<file path="config.mk">
export PLATFORM = sky130hd
export DESIGN_NAME = hw_monitor_control_sequencer
export DESIGN_NICKNAME = d
export VERILOG_FILES = /design/src/inc/hw_monitor_pkg.sv /design/src/hw_monitor_control_sequencer.sv
export SDC_FILE = /design/constraint.sdc
export NUM_CORES = 1
export LEC_CHECK = 0
export BUFFER_PORTS_ARGS = -buffer_cell sky130_fd_sc_hd__clkbuf_2
export CORE_UTILIZATION = 55
export DETAILED_ROUTE_END_ITERATION = 6
export GPL_ROUTABILITY_DRIVEN = 0
export PLACE_DENSITY = 0.71
export SLEW_MARGIN = 10
export SYNTH_ARGS = -nofsm -noshare
export SYNTH_HDL_FRONTEND = slang
export SYNTH_SLANG_ARGS = --single-unit
export TNS_END_PERCENT = 30
</file>
<file path="constraint.sdc">
create_clock -name sys_clk -period 19.35 [get_ports sys_clk]
set_input_delay 0 -clock sys_clk [delete_from_list [all_inputs] [get_ports sys_clk]]
set_output_delay 0 -clock sys_clk [all_outputs]
set_load 0.01 [all_outputs]
</file>
<file path="src/inc/hw_monitor_pkg.sv">
`default_nettype none
package hw_monitor_pkg;
   localparam int SYS_HZ        = 20_000_000;
   localparam int CLK_NS        = 50;
   localparam int STROBE_OVL_NS = 50;
   localparam int STROBE_OVL_CYC = (STROBE_OVL_NS + CLK_NS - 1) / CLK_NS;
   localparam int FAN_CLK_HZ    = 22_500;
   localparam int FAN_TICK_CYC  = SYS_HZ / FAN_CLK_HZ;
   localparam int SLOT_MS       = 90;
   localparam int SLOT_CYC      = SLOT_MS * (SYS_HZ / 1000);
   localparam int SLOT_COUNT    = 11;
   // Host port offsets
   localparam logic [2:0] PORT_ADDR = 3'h5;
   localparam logic [2:0] PORT_DATA = 3'h6;
   // Internal register indexes
   localparam logic [6:0] IDX_CFG    = 7'h40;
   localparam logic [6:0] IDX_STAT1  = 7'h41;
   localparam logic [6:0] IDX_STAT2  = 7'h42;
   localparam logic [6:0] IDX_SMIM1  = 7'h43;
   localparam logic [6:0] IDX_SMIM2  = 7'h44;
   localparam logic [6:0] IDX_NMIM1  = 7'h45;
   localparam logic [6:0] IDX_NMIM2  = 7'h46;
   localparam logic [6:0] IDX_FANDIV = 7'h47;
   localparam logic [6:0] IDX_SERADR = 7'h48;
   localparam logic [6:0] IDX_CHIPID = 7'h49;
   localparam logic [6:0] IDX_VRAM_A = 7'h20;
   localparam logic [6:0] IDX_VRAM_B = 7'h60;
   localparam logic [4:0] SLOT_BASE  = 5'h00;
   // Power-on values
   localparam logic [7:0] CFG_RST    = 8'h08;
   localparam logic [7:0] NMIM2_RST  = 8'h40;
   localparam logic [7:0] FANDIV_RST = 8'h50;
   localparam logic [7:0] SERADR_RST = 8'h2d;
   localparam logic [7:0] CHIPID_RST = 8'h40;
   localparam logic [1:0] FAN3_DIV_CODE = 2'h1;
   // Configuration bit positions
   localparam int CFG_START    = 0;
   localparam int CFG_SMI_EN   = 1;
   localparam int CFG_IRQ_EN   = 2;
   localparam int CFG_INT_CLR  = 3;
   localparam int CFG_IRQ_POL  = 5;
   localparam int CFG_BYPASS   = 6;
   localparam int CFG_INIT     = 7;
   localparam int ID_FULL_RST  = 5;
   localparam int FAN1_DIV_LSB = 4;
   localparam int FAN2_DIV_LSB = 6;
endpackage
`default_nettype wire

</file>
<file path="src/hw_monitor_control_sequencer.sv">
// Contract
// - Power-up loads control reset values, ADC idle, value RAM undefined.
// - Config bit 7 write reinitialises control, status, mask, divisor registers; self-clears.
// - Serial address register restored only by full power-on reset.
// - Writing one to chip id bit 5 causes full power-on reset.
// - Chip id bit 6 reads high on this full-reset variant.
// - Both strobes low with select high for 50 ns gives full reset.
// - After power-up ADC stopped, interrupt clear asserted, interrupt outputs inactive.
// - Config bit 0 runs loop; low means shutdown, registers still accessible.
// - Config bit 1 enables system management interrupt output.
// - Config bit 2 enables combined interrupt output.
// - Config bit 5 picks combined output polarity: low active-low, high active-high.
// - Host starts with bit 3 low, bit 0 high; loop about once a second.
// - Pass order: temperature, five positive, two inverting, fans one to three.
// - Value read returns latest result and restarts current conversion.
// - ADC gives 8-bit codes, 16 mV step, 0 V to 4.08 V.
// - Fan input gates 22.5 kHz clock into 8-bit counter, scaled by divisor.
// - Fan one and two divisors programmable 1, 2, 4, 8; default 2.
// - Fan three divisor fixed at 2.
// - Bypass control high drives bypass output low.
// - Bypass control sits in config bit 6.
// - Interrupt clear bit high halts loop; low resumes it.
`default_nettype none
module hw_monitor_control_sequencer #(
   parameter int SLOT_CYCLES = hw_monitor_pkg::SLOT_CYC
) (
   input  wire logic       sys_clk,
   input  wire logic       reset,
   input  wire logic       portSelect,
   input  wire logic [2:0] portAddr,
   input  wire logic       io_write_strobe_n,
   input  wire logic       io_read_strobe_n,
   input  wire logic [7:0] dataIn,
   output logic      [7:0] dataOut,
   output logic            dataOe,
   input  wire logic [7:0] adcCode,
   output logic      [3:0] adcChannel,
   output logic            adcRun,
   input  wire logic [2:0] fanTach,
   output logic            system_mgmt_irq_out_n,
   output logic            combinedIrqOut,
   output logic            powerBypass_n
);
   import hw_monitor_pkg::*;

   typedef struct packed {
      logic [16:0]      s1;
      logic [16:0]      s2;
      logic [1:0]       strobePrev;
      logic [3:0]       ovlCnt;
      logic [7:0]       cfg;
      logic [7:0]       stat1;
      logic [7:0]       stat2;
      logic [7:0]       smiM1;
      logic [7:0]       smiM2;
      logic [7:0]       nmiM1;
      logic [7:0]       nmiM2;
      logic [7:0]       fanDiv;
      logic [7:0]       serAddr;
      logic [6:0]       ptr;
      logic [31:0][7:0] vram;
      logic [3:0]       slot;
      logic [23:0]      slotTimer;
      logic [9:0]       tickDiv;
      logic [2:0]       tachPrev;
      logic [2:0][2:0]  preCnt;
      logic [2:0][7:0]  fanCnt;
      logic [2:0][7:0]  fanRes;
      logic [7:0]       rdData;
   } state_t;

   // Control registers to power-on values; full reset also restores serial address
   function automatic state_t ctrlInit(input state_t cur, input logic full);
      state_t r;
      r        = cur;
      r.cfg    = CFG_RST;
      r.stat1  = '0;
      r.stat2  = '0;
      r.smiM1  = '0;
      r.smiM2  = '0;
      r.nmiM1  = '0;
      r.nmiM2  = NMIM2_RST;
      r.fanDiv = FANDIV_RST;
      r.slot   = '0;
      r.slotTimer = '0;
      if (full) begin
         r.serAddr = SERADR_RST;
         r.ptr     = '0;
      end
      return r;
   endfunction

   localparam state_t RESET_STATE = ctrlInit('0, 1'b1);

   state_t s;
   state_t next_s;

   logic       selS, wrS, rdS;
   logic [2:0] tachS;
   logic [2:0] addrS;
   logic [7:0] dataS;
   logic       wrRise, rdFall, ovlHit, loopRun, slotEnd, tick, vramRead;
   logic       anySmi, anyNmi, irqActive;
   logic [4:0] vIdx;

   assign {selS, wrS, rdS, tachS, addrS, dataS} = s.s2;
   assign wrRise   = selS && wrS && !s.strobePrev[1] && rdS;
   assign rdFall   = selS && !rdS && s.strobePrev[0] && wrS;
   assign ovlHit   = selS && !wrS && !rdS && (s.ovlCnt >= 4'(STROBE_OVL_CYC - 1));
   assign loopRun  = s.cfg[CFG_START] && !s.cfg[CFG_INT_CLR];
   assign slotEnd  = loopRun && (s.slotTimer == 24'(SLOT_CYCLES - 1));
   assign tick     = (s.tickDiv == 10'(FAN_TICK_CYC - 1));
   assign vIdx     = s.ptr[4:0];
   assign vramRead = rdFall && (addrS == PORT_DATA) && (s.ptr[6:5] == 2'b01 || s.ptr[6:5] == 2'b11);

   always_comb begin
      next_s            = s;
      next_s.s1         = {portSelect, io_write_strobe_n, io_read_strobe_n, fanTach,
                           portAddr, dataIn};
      next_s.s2         = s.s1;
      next_s.strobePrev = {wrS, rdS};
      next_s.ovlCnt     = (selS && !wrS && !rdS) ? s.ovlCnt + 4'h1 : 4'h0;
      next_s.tickDiv    = tick ? 10'h000 : s.tickDiv + 10'h001;
      next_s.tachPrev   = tachS;

      for (int f = 0; f < 3; f++) begin
         logic [1:0] code;
         code = (f == 0) ? s.fanDiv[FAN1_DIV_LSB +: 2] :
                (f == 1) ? s.fanDiv[FAN2_DIV_LSB +: 2] : FAN3_DIV_CODE;
         if (tachS[f] && !s.tachPrev[f]) begin
            next_s.fanRes[f] = s.fanCnt[f];
            next_s.fanCnt[f] = '0;
            next_s.preCnt[f] = '0;
         end else if (tick) begin
            if (s.preCnt[f] == 3'((4'h1 << code) - 4'h1)) begin
               next_s.preCnt[f] = '0;
               if (s.fanCnt[f] != 8'hff)
                  next_s.fanCnt[f] = s.fanCnt[f] + 8'h01;
            end else begin
               next_s.preCnt[f] = s.preCnt[f] + 3'h1;
            end
         end
      end

      if (loopRun) begin
         next_s.slotTimer = slotEnd ? 24'h00_0000 : s.slotTimer + 24'h00_0001;
         if (slotEnd) begin
            next_s.vram[SLOT_BASE + 5'(s.slot)] =
               (s.slot >= 4'h8) ? s.fanRes[s.slot - 4'h8] : adcCode;
            next_s.slot = (s.slot == 4'(SLOT_COUNT - 1)) ? 4'h0 : s.slot + 4'h1;
         end
      end else begin
         next_s.slotTimer = '0;
      end

      if (vramRead)
         next_s.slotTimer = '0;

      if (rdFall) begin
         if (addrS == PORT_ADDR)
            next_s.rdData = {1'b0, s.ptr};
         else
            case (s.ptr)
               IDX_CFG:    next_s.rdData = s.cfg;
               IDX_STAT1:  next_s.rdData = s.stat1;
               IDX_STAT2:  next_s.rdData = s.stat2;
               IDX_SMIM1:  next_s.rdData = s.smiM1;
               IDX_SMIM2:  next_s.rdData = s.smiM2;
               IDX_NMIM1:  next_s.rdData = s.nmiM1;
               IDX_NMIM2:  next_s.rdData = s.nmiM2;
               IDX_FANDIV: next_s.rdData = s.fanDiv;
               IDX_SERADR: next_s.rdData = s.serAddr;
               IDX_CHIPID: next_s.rdData = CHIPID_RST;
               default:    next_s.rdData = (s.ptr[5]) ? s.vram[vIdx] : 8'h00;
            endcase
      end

      if (wrRise && addrS == PORT_ADDR)
         next_s.ptr = dataS[6:0];
      if (wrRise && addrS == PORT_DATA) begin
         case (s.ptr)
            IDX_CFG:    next_s.cfg = {1'b0, dataS[6:0]};
            IDX_STAT1:  next_s.stat1 = dataS;
            IDX_STAT2:  next_s.stat2 = dataS;
            IDX_SMIM1:  next_s.smiM1 = dataS;
            IDX_SMIM2:  next_s.smiM2 = dataS;
            IDX_NMIM1:  next_s.nmiM1 = dataS;
            IDX_NMIM2:  next_s.nmiM2 = dataS;
            IDX_FANDIV: next_s.fanDiv = {dataS[7:4], 4'h0};
            IDX_SERADR: next_s.serAddr = dataS;
            IDX_CHIPID: ;
            default: begin
               if (s.ptr[5])
                  next_s.vram[vIdx] = dataS;
            end
         endcase
         if (s.ptr == IDX_CFG && dataS[CFG_INIT])
            next_s = ctrlInit(next_s, 1'b0);
         if (s.ptr == IDX_CHIPID && dataS[ID_FULL_RST])
            next_s = ctrlInit(next_s, 1'b1);
      end

      if (ovlHit)
         next_s = ctrlInit(next_s, 1'b1);
   end

   always_ff @(posedge sys_clk or posedge reset) begin
      if (reset)
         s <= RESET_STATE;
      else
         s <= next_s;
   end

   assign anySmi    = |{s.stat1 & s.smiM1, s.stat2 & s.smiM2};
   assign anyNmi    = |{s.stat1 & s.nmiM1, s.stat2 & s.nmiM2};
   assign irqActive = s.cfg[CFG_IRQ_EN] && !s.cfg[CFG_INT_CLR] && anyNmi;

   assign system_mgmt_irq_out_n = !(s.cfg[CFG_SMI_EN] && !s.cfg[CFG_INT_CLR] && anySmi);
   assign combinedIrqOut = s.cfg[CFG_IRQ_POL] ? irqActive : !irqActive;
   assign powerBypass_n  = !s.cfg[CFG_BYPASS];
   assign dataOut        = s.rdData;
   assign dataOe         = selS && !rdS && wrS;
   assign adcChannel     = s.slot;
   assign adcRun         = loopRun;
endmodule // hw_monitor_control_sequencer
`default_nettype wire

</file>
# After elaboration in Yosys (flattened, before gate mapping)
# Cells that the tools add are included.
# classes
n_addsub	13
eq_ne	23
div_mod_pow	0
n_bitwise	4
multipliers	0
order_cmp	7
reduce_logical	58
muxes	64
shifts	2
# ops
operator	count
two-way mux 441 bit	4
two-way mux 260 bit	2
bitwise mux 256 bit	2
two-way mux 256 bit	2
two-way mux 8 bit	32
case mux 8 bit (10 select lines)	1
two-way mux 24 bit	3
== test 7 bit (second input constant)	10
binary-select mux 8 bit (select 5 bit)	1
demux 8 bit (select 5 bit)	1
AND 8 bit	4
demux 8 bit (select 4 bit)	1
nonzero test 4 bit	8
OR reduction 16 bit	2
logical AND 1 bit	27
two-way mux 3 bit	9
adder 24 x 1 -> 24 bit (second input constant)	1
adder 8 x 1 -> 8 bit (second input constant)	3
== test 24 x 21 -> 1 bit (second input constant)	1
!= test 8 bit (second input constant)	3
binary-select mux 8 bit (select 2 bit)	1
AND reduction 2 bit	8
adder 10 x 1 -> 10 bit (second input constant)	1
== test 10 bit (second input constant)	1
other kinds (25)	43
# word_totals
latchBits	0
mem_bits_ro	0
mem_count	0
regBits	481
in_bits	27
elab_cells	231
ram_bits	0

# Depth between registers and ports, before layout
# depth
depth_word	14
ltp_mapped	10

# Worst setup path before layout
# No wires, ideal clock.
# synth_timing
path_kind	flip-flop to flip-flop
startpoint	reg s[362] (netlist bit)
endpoint	reg s[385] (netlist bit)
stages_incl_launch_ff	7
slack_ns	17.130
period_less_slack_ns	2.220
n_path_buf	1
arrival_time_ns	2.096
setup_ns	0.125
path_cell_list	dfrtp_1 > buf_4 > or4b_4 > nor3_4 > nor2_8 > a31oi_4 > mux2_2
# synth_between
elab_chain_cells	6
word_cells_on_any_way	11
cone_classes	eq/ne: 3; mux: 4; reduce/logical: 4
# synth_rtl
item	line_no	rtl
start: declaration	hw_monitor_control_sequencer.sv:95	state_t s;
start signal: assignment	hw_monitor_control_sequencer.sv:211	s <= next_s;
== test 7 bit	hw_monitor_control_sequencer.sv:197	if (s.ptr == IDX_CFG && dataS[CFG_INIT])
logical AND 1 bit	hw_monitor_control_sequencer.sv:197	
two-way mux 441 bit	hw_monitor_control_sequencer.sv:197	
two-way mux 441 bit	hw_monitor_control_sequencer.sv:199	if (s.ptr == IDX_CHIPID && dataS[ID_FULL_RST])
two-way mux 441 bit	hw_monitor_control_sequencer.sv:180	if (wrRise && addrS == PORT_DATA) begin
two-way mux 441 bit	hw_monitor_control_sequencer.sv:203	if (ovlHit)
# Parallel ways exist; a longest one is shown, timed or not. The select of a mux whose other input is x is not followed.
# A chain may end at the register's enable or synchronous reset.

# Worst setup path after layout
# layout_timing
startpoint	reg s[363] (netlist bit)
endpoint	reg s[265] (netlist bit)
# layout_between
elab_chain_cells	11
word_cells_on_any_way	23
cone_classes	order compare: 2; eq/ne: 10; mux: 9; reduce/logical: 2
# layout_rtl
item	line_no	rtl
less-than comparator 5 x 6 -> 1 bit (implied by the code) / greater-or-equal comparator 5 x 1 -> 1 bit (equally long branches)	hw_monitor_control_sequencer.sv:194	next_s.vram[vIdx] = dataS;
logical AND 1 bit (implied by the code)	hw_monitor_control_sequencer.sv:194	
two-way mux 8 bit (implied by the code)	hw_monitor_control_sequencer.sv:194	
demux 8 bit (select 5 bit)	hw_monitor_control_sequencer.sv:194	
bitwise mux 256 bit	hw_monitor_control_sequencer.sv:194	
two-way mux 256 bit	hw_monitor_control_sequencer.sv:193	if (s.ptr[5])
two-way mux 256 bit (*)	hw_monitor_control_sequencer.sv:181	case (s.ptr)
two-way mux 441 bit (*)	hw_monitor_control_sequencer.sv:197	
two-way mux 441 bit (*)	hw_monitor_control_sequencer.sv:199	
two-way mux 441 bit (*)	hw_monitor_control_sequencer.sv:180	
two-way mux 441 bit (*)	hw_monitor_control_sequencer.sv:203	
# Mark *: on every way between the ends. The rest lies on a longest branch, timed or not. The select of a mux whose other input is x is not followed.

==> impl_metrics.csv <==
group,metric,value,unit
worst_setup_path,setup.worst_path.end_class,"register",
detailed_routing,drcViolationCount,0,
worst_setup_path,cp_slowest_cell,"nor2_1",
timing,relSlewSlack,0.209,
timing,rsz0062_at_grt,"false",
floorplanning,die_w,207,microns
synth,yosysUniqueCellTypes,79,
synth,synth_edf_count,0,
clock_tree,clkSlewWorstSetupHoldPaths,0.07,ns
global_routing,overflow,0,
worst_setup_path,cp_slowest_stage_delay,0.87,ns
detailed_routing,routed_wl,60400,microns
floorplanning,core.rowCount,74,
floorplanning,initial_core_util,0.562,
synth,yosysWarnings,0,
floorplanning,die-area,42900,sq um
detailed_routing,drt-initial-drc-count,1894,
hold_path,min_path_type,"in -> reg",
timing,hold_viol,0,
timing,tightest_slew,1.18,ns
global_routing,grt_pass1_vias,16600,
power_and_ir_drop,p_leak,10.4,nW
floorplanning,die-height,207,microns
cells_and_area,antenna_cells,0,
global_routing,grt_max_degree,182,
worst_setup_path,cp_max_fo,62,
clock_tree,root_buffer,"clkbuf_16",
global_routing,antenna_found_initial,0,
power_and_ir_drop,p_total,2.10,mW
timing,clock_skew,0.0268,ns
clock_tree,cts_buffer_depth,3,
detailed_routing,vias_per_cell,6.38,
flow_run,drv_cap,0,
worst_setup_path,worstPathRequired,19.85,ns
cells_and_area,nNetsFinal,2035,
clock_tree,numCtsBuffers,49,
worst_setup_path,crit_chain,"buf_4, and2_0, nand4_1, nor2_1, mux2_2",
detailed_routing,antenna_left,0,
global_routing,grt_use_total,0.289,
worst_setup_path,cp_num_buf_inv,1,
power_and_ir_drop,power_density,82.3,nW/um^2
global_routing,grt_pass1_wl,97500,microns
synth,synth_cells,1995,
detailed_routing,vias,16400,
cells_and_area,fillers,3115,
synth,syn_nets,2029,
cells_and_area,final_common_cell,"dfrtp_1",
synth,synthArstFlopShare,1.00,
cells_and_area,final_cell_mix,"461 x dfrtp_1, 250 x nand2_1, 195 x mux2_2",
detailed_routing,dr.pass1.iters,6,
synth,synthFlopType,"dfrtp_1",
synth,syn_area,23200,sq um
synth,ys_seq_area_frac,0.510,
timing,fin_hold_ws,0.0277,ns
timing,fin_crit_sh,0.195,
worst_setup_path,critPathKind,"reg -> reg",
worst_setup_path,crit_arrival,4.27,ns
cells_and_area,finalCoreUtilization,0.621,
power_and_ir_drop,max-vdd-ir-drop,65.7,uV
outcome,status,"finished clean",
clock_tree,cts_sinks,472,
synth,synth_area_per_cell,11.6,sq um
clock_tree,tritoncts,"done",
cells_and_area,layout.cells.non_filler,2574,
timing,fmax,265,MHz
worst_setup_path,cp-start-kind,"register",
cells_and_area,synthToLayoutAreaGrowth,10.4,%
synth,ys_seq_elements,472,
floorplanning,ioPinCount,44,
placed_design,place_hpwl,38700,microns
cells_and_area,multiInputGateArea,10600,sq um
placed_design,placed_cells,2464,
timing,fin_setup_tns,0,ns
clock_tree,htree_levels,2,
worst_setup_path,crit_family,"simple AND/OR/NAND/NOR gates",
placed_design,io_buffers,43,
timing,slew_violations,0,
cells_and_area,drive_gt1_frac,0.238,
timing,period_needed,3.77,ns
cells_and_area,regArea,11800,sq um
clock_tree,worstSkewPairLatency,0.61,ns
floorplanning,core_area,41200,sq um
timing,setup_viol,0,
detailed_routing,routedWlPerCell,23.5,microns
[metrics by stage]
stage	setup slack [ns]	area, sq um
floorplan	6.20	23200
global placement	15.73	23700
detailed placement	15.70	23700
CTS	15.69	25600
global route	15.52	25600
finish	15.58	25600
[Yosys cell counts, drive strengths merged (6+ instances only)]
cell,n,area share
nor2b,14,0.0038
nand2b,11,0.0030
a22o,30,0.011
or3,9,0.0024
a311oi,6,0.0041
and3,19,0.0051
nand3,41,0.0091
dfrtp,464,0.50
mux2,197,0.096
nor3,22,0.0077
nor2,134,0.024
xor2,25,0.0095
nor4,13,0.0083
o21ai,155,0.035
a221oi,13,0.0049
nand2,250,0.041
ha,7,0.0038
a22oi,23,0.0075
buf,66,0.017
mux2i,131,0.057
mux4,67,0.065
clkbuf,74,0.012
o22ai,11,0.0030
a21oi,71,0.016
nand4,23,0.0065
and2,17,0.0046
inv,11,0.0018
xnor2,14,0.0053
dfstp,8,0.0091
o211ai,6,0.0019
[logic make-up (layout without fill, tap and decap cells)]
kind of cell    count (synthesis)  after routing  share of synthesized area
compound gates                348            348                     0.0965
xor+xnor                       39             39                     0.0147
fa+ha+maj                       7              7                    0.00378
buf+inv                       152            199                     0.0307
flops                         472            472                      0.510
mux                           395            395                      0.218
simple gates                  582            582                      0.126
[registers in the layout, summed over array words and instances (netlist names)]
name	cells
dataOut	8
adcChannel	4
dataS	8
addrS	3
rdS	1
s	448
[power breakdown]
group	internal, mW	switching, mW
registers	0.999	0.0113
logic	0.0243	0.0651
clock network	0.593	0.412
total	1.62	0.488
[per-layer routing]
metal  global-route usage  part of all wire
met1                0.418              0.43
met2                0.438              0.45
met3               0.0460             0.077
met5                    0                 0
met4                0.122             0.040
[what timing repair did]
| item | 4_1_cts | 5_1_grt |
|---|---|---|
| buffers inserted | 0 | 0 |
| endpoints found under the hold margin | 143 | 0 |
| gates resized for setup | 0 | 0 |
| hold buffers | 18 | 0 |
[worst paths after layout]
check                           slack, ns       from  depth (start not counted)  endpoint
worst min register to register       0.35     s[471]                          0  dataS[7]
worst min-delay path                 0.03  dataIn[4]                          2    s[468]
worst max-delay path                15.58     s[363]                          5    s[265]
max in group asynchronous           16.75      reset                          5    s[363]
min in group asynchronous            0.15      reset                          3    s[216]
worst max register to register      15.58     s[363]                          5    s[265]
[final cells by class]
type | instances | share of cell area
clock buffers | 71 | 0.0551
clock inverters | 21 | 0.0123
inverters | 12 | 0.00205
multi-input cells | 1371 | 0.416
flip-flops and latches | 472 | 0.462
well taps | 532 | 0.0260
repair buffers | 95 | 0.0259
Power figures use the tool's default switching activity.
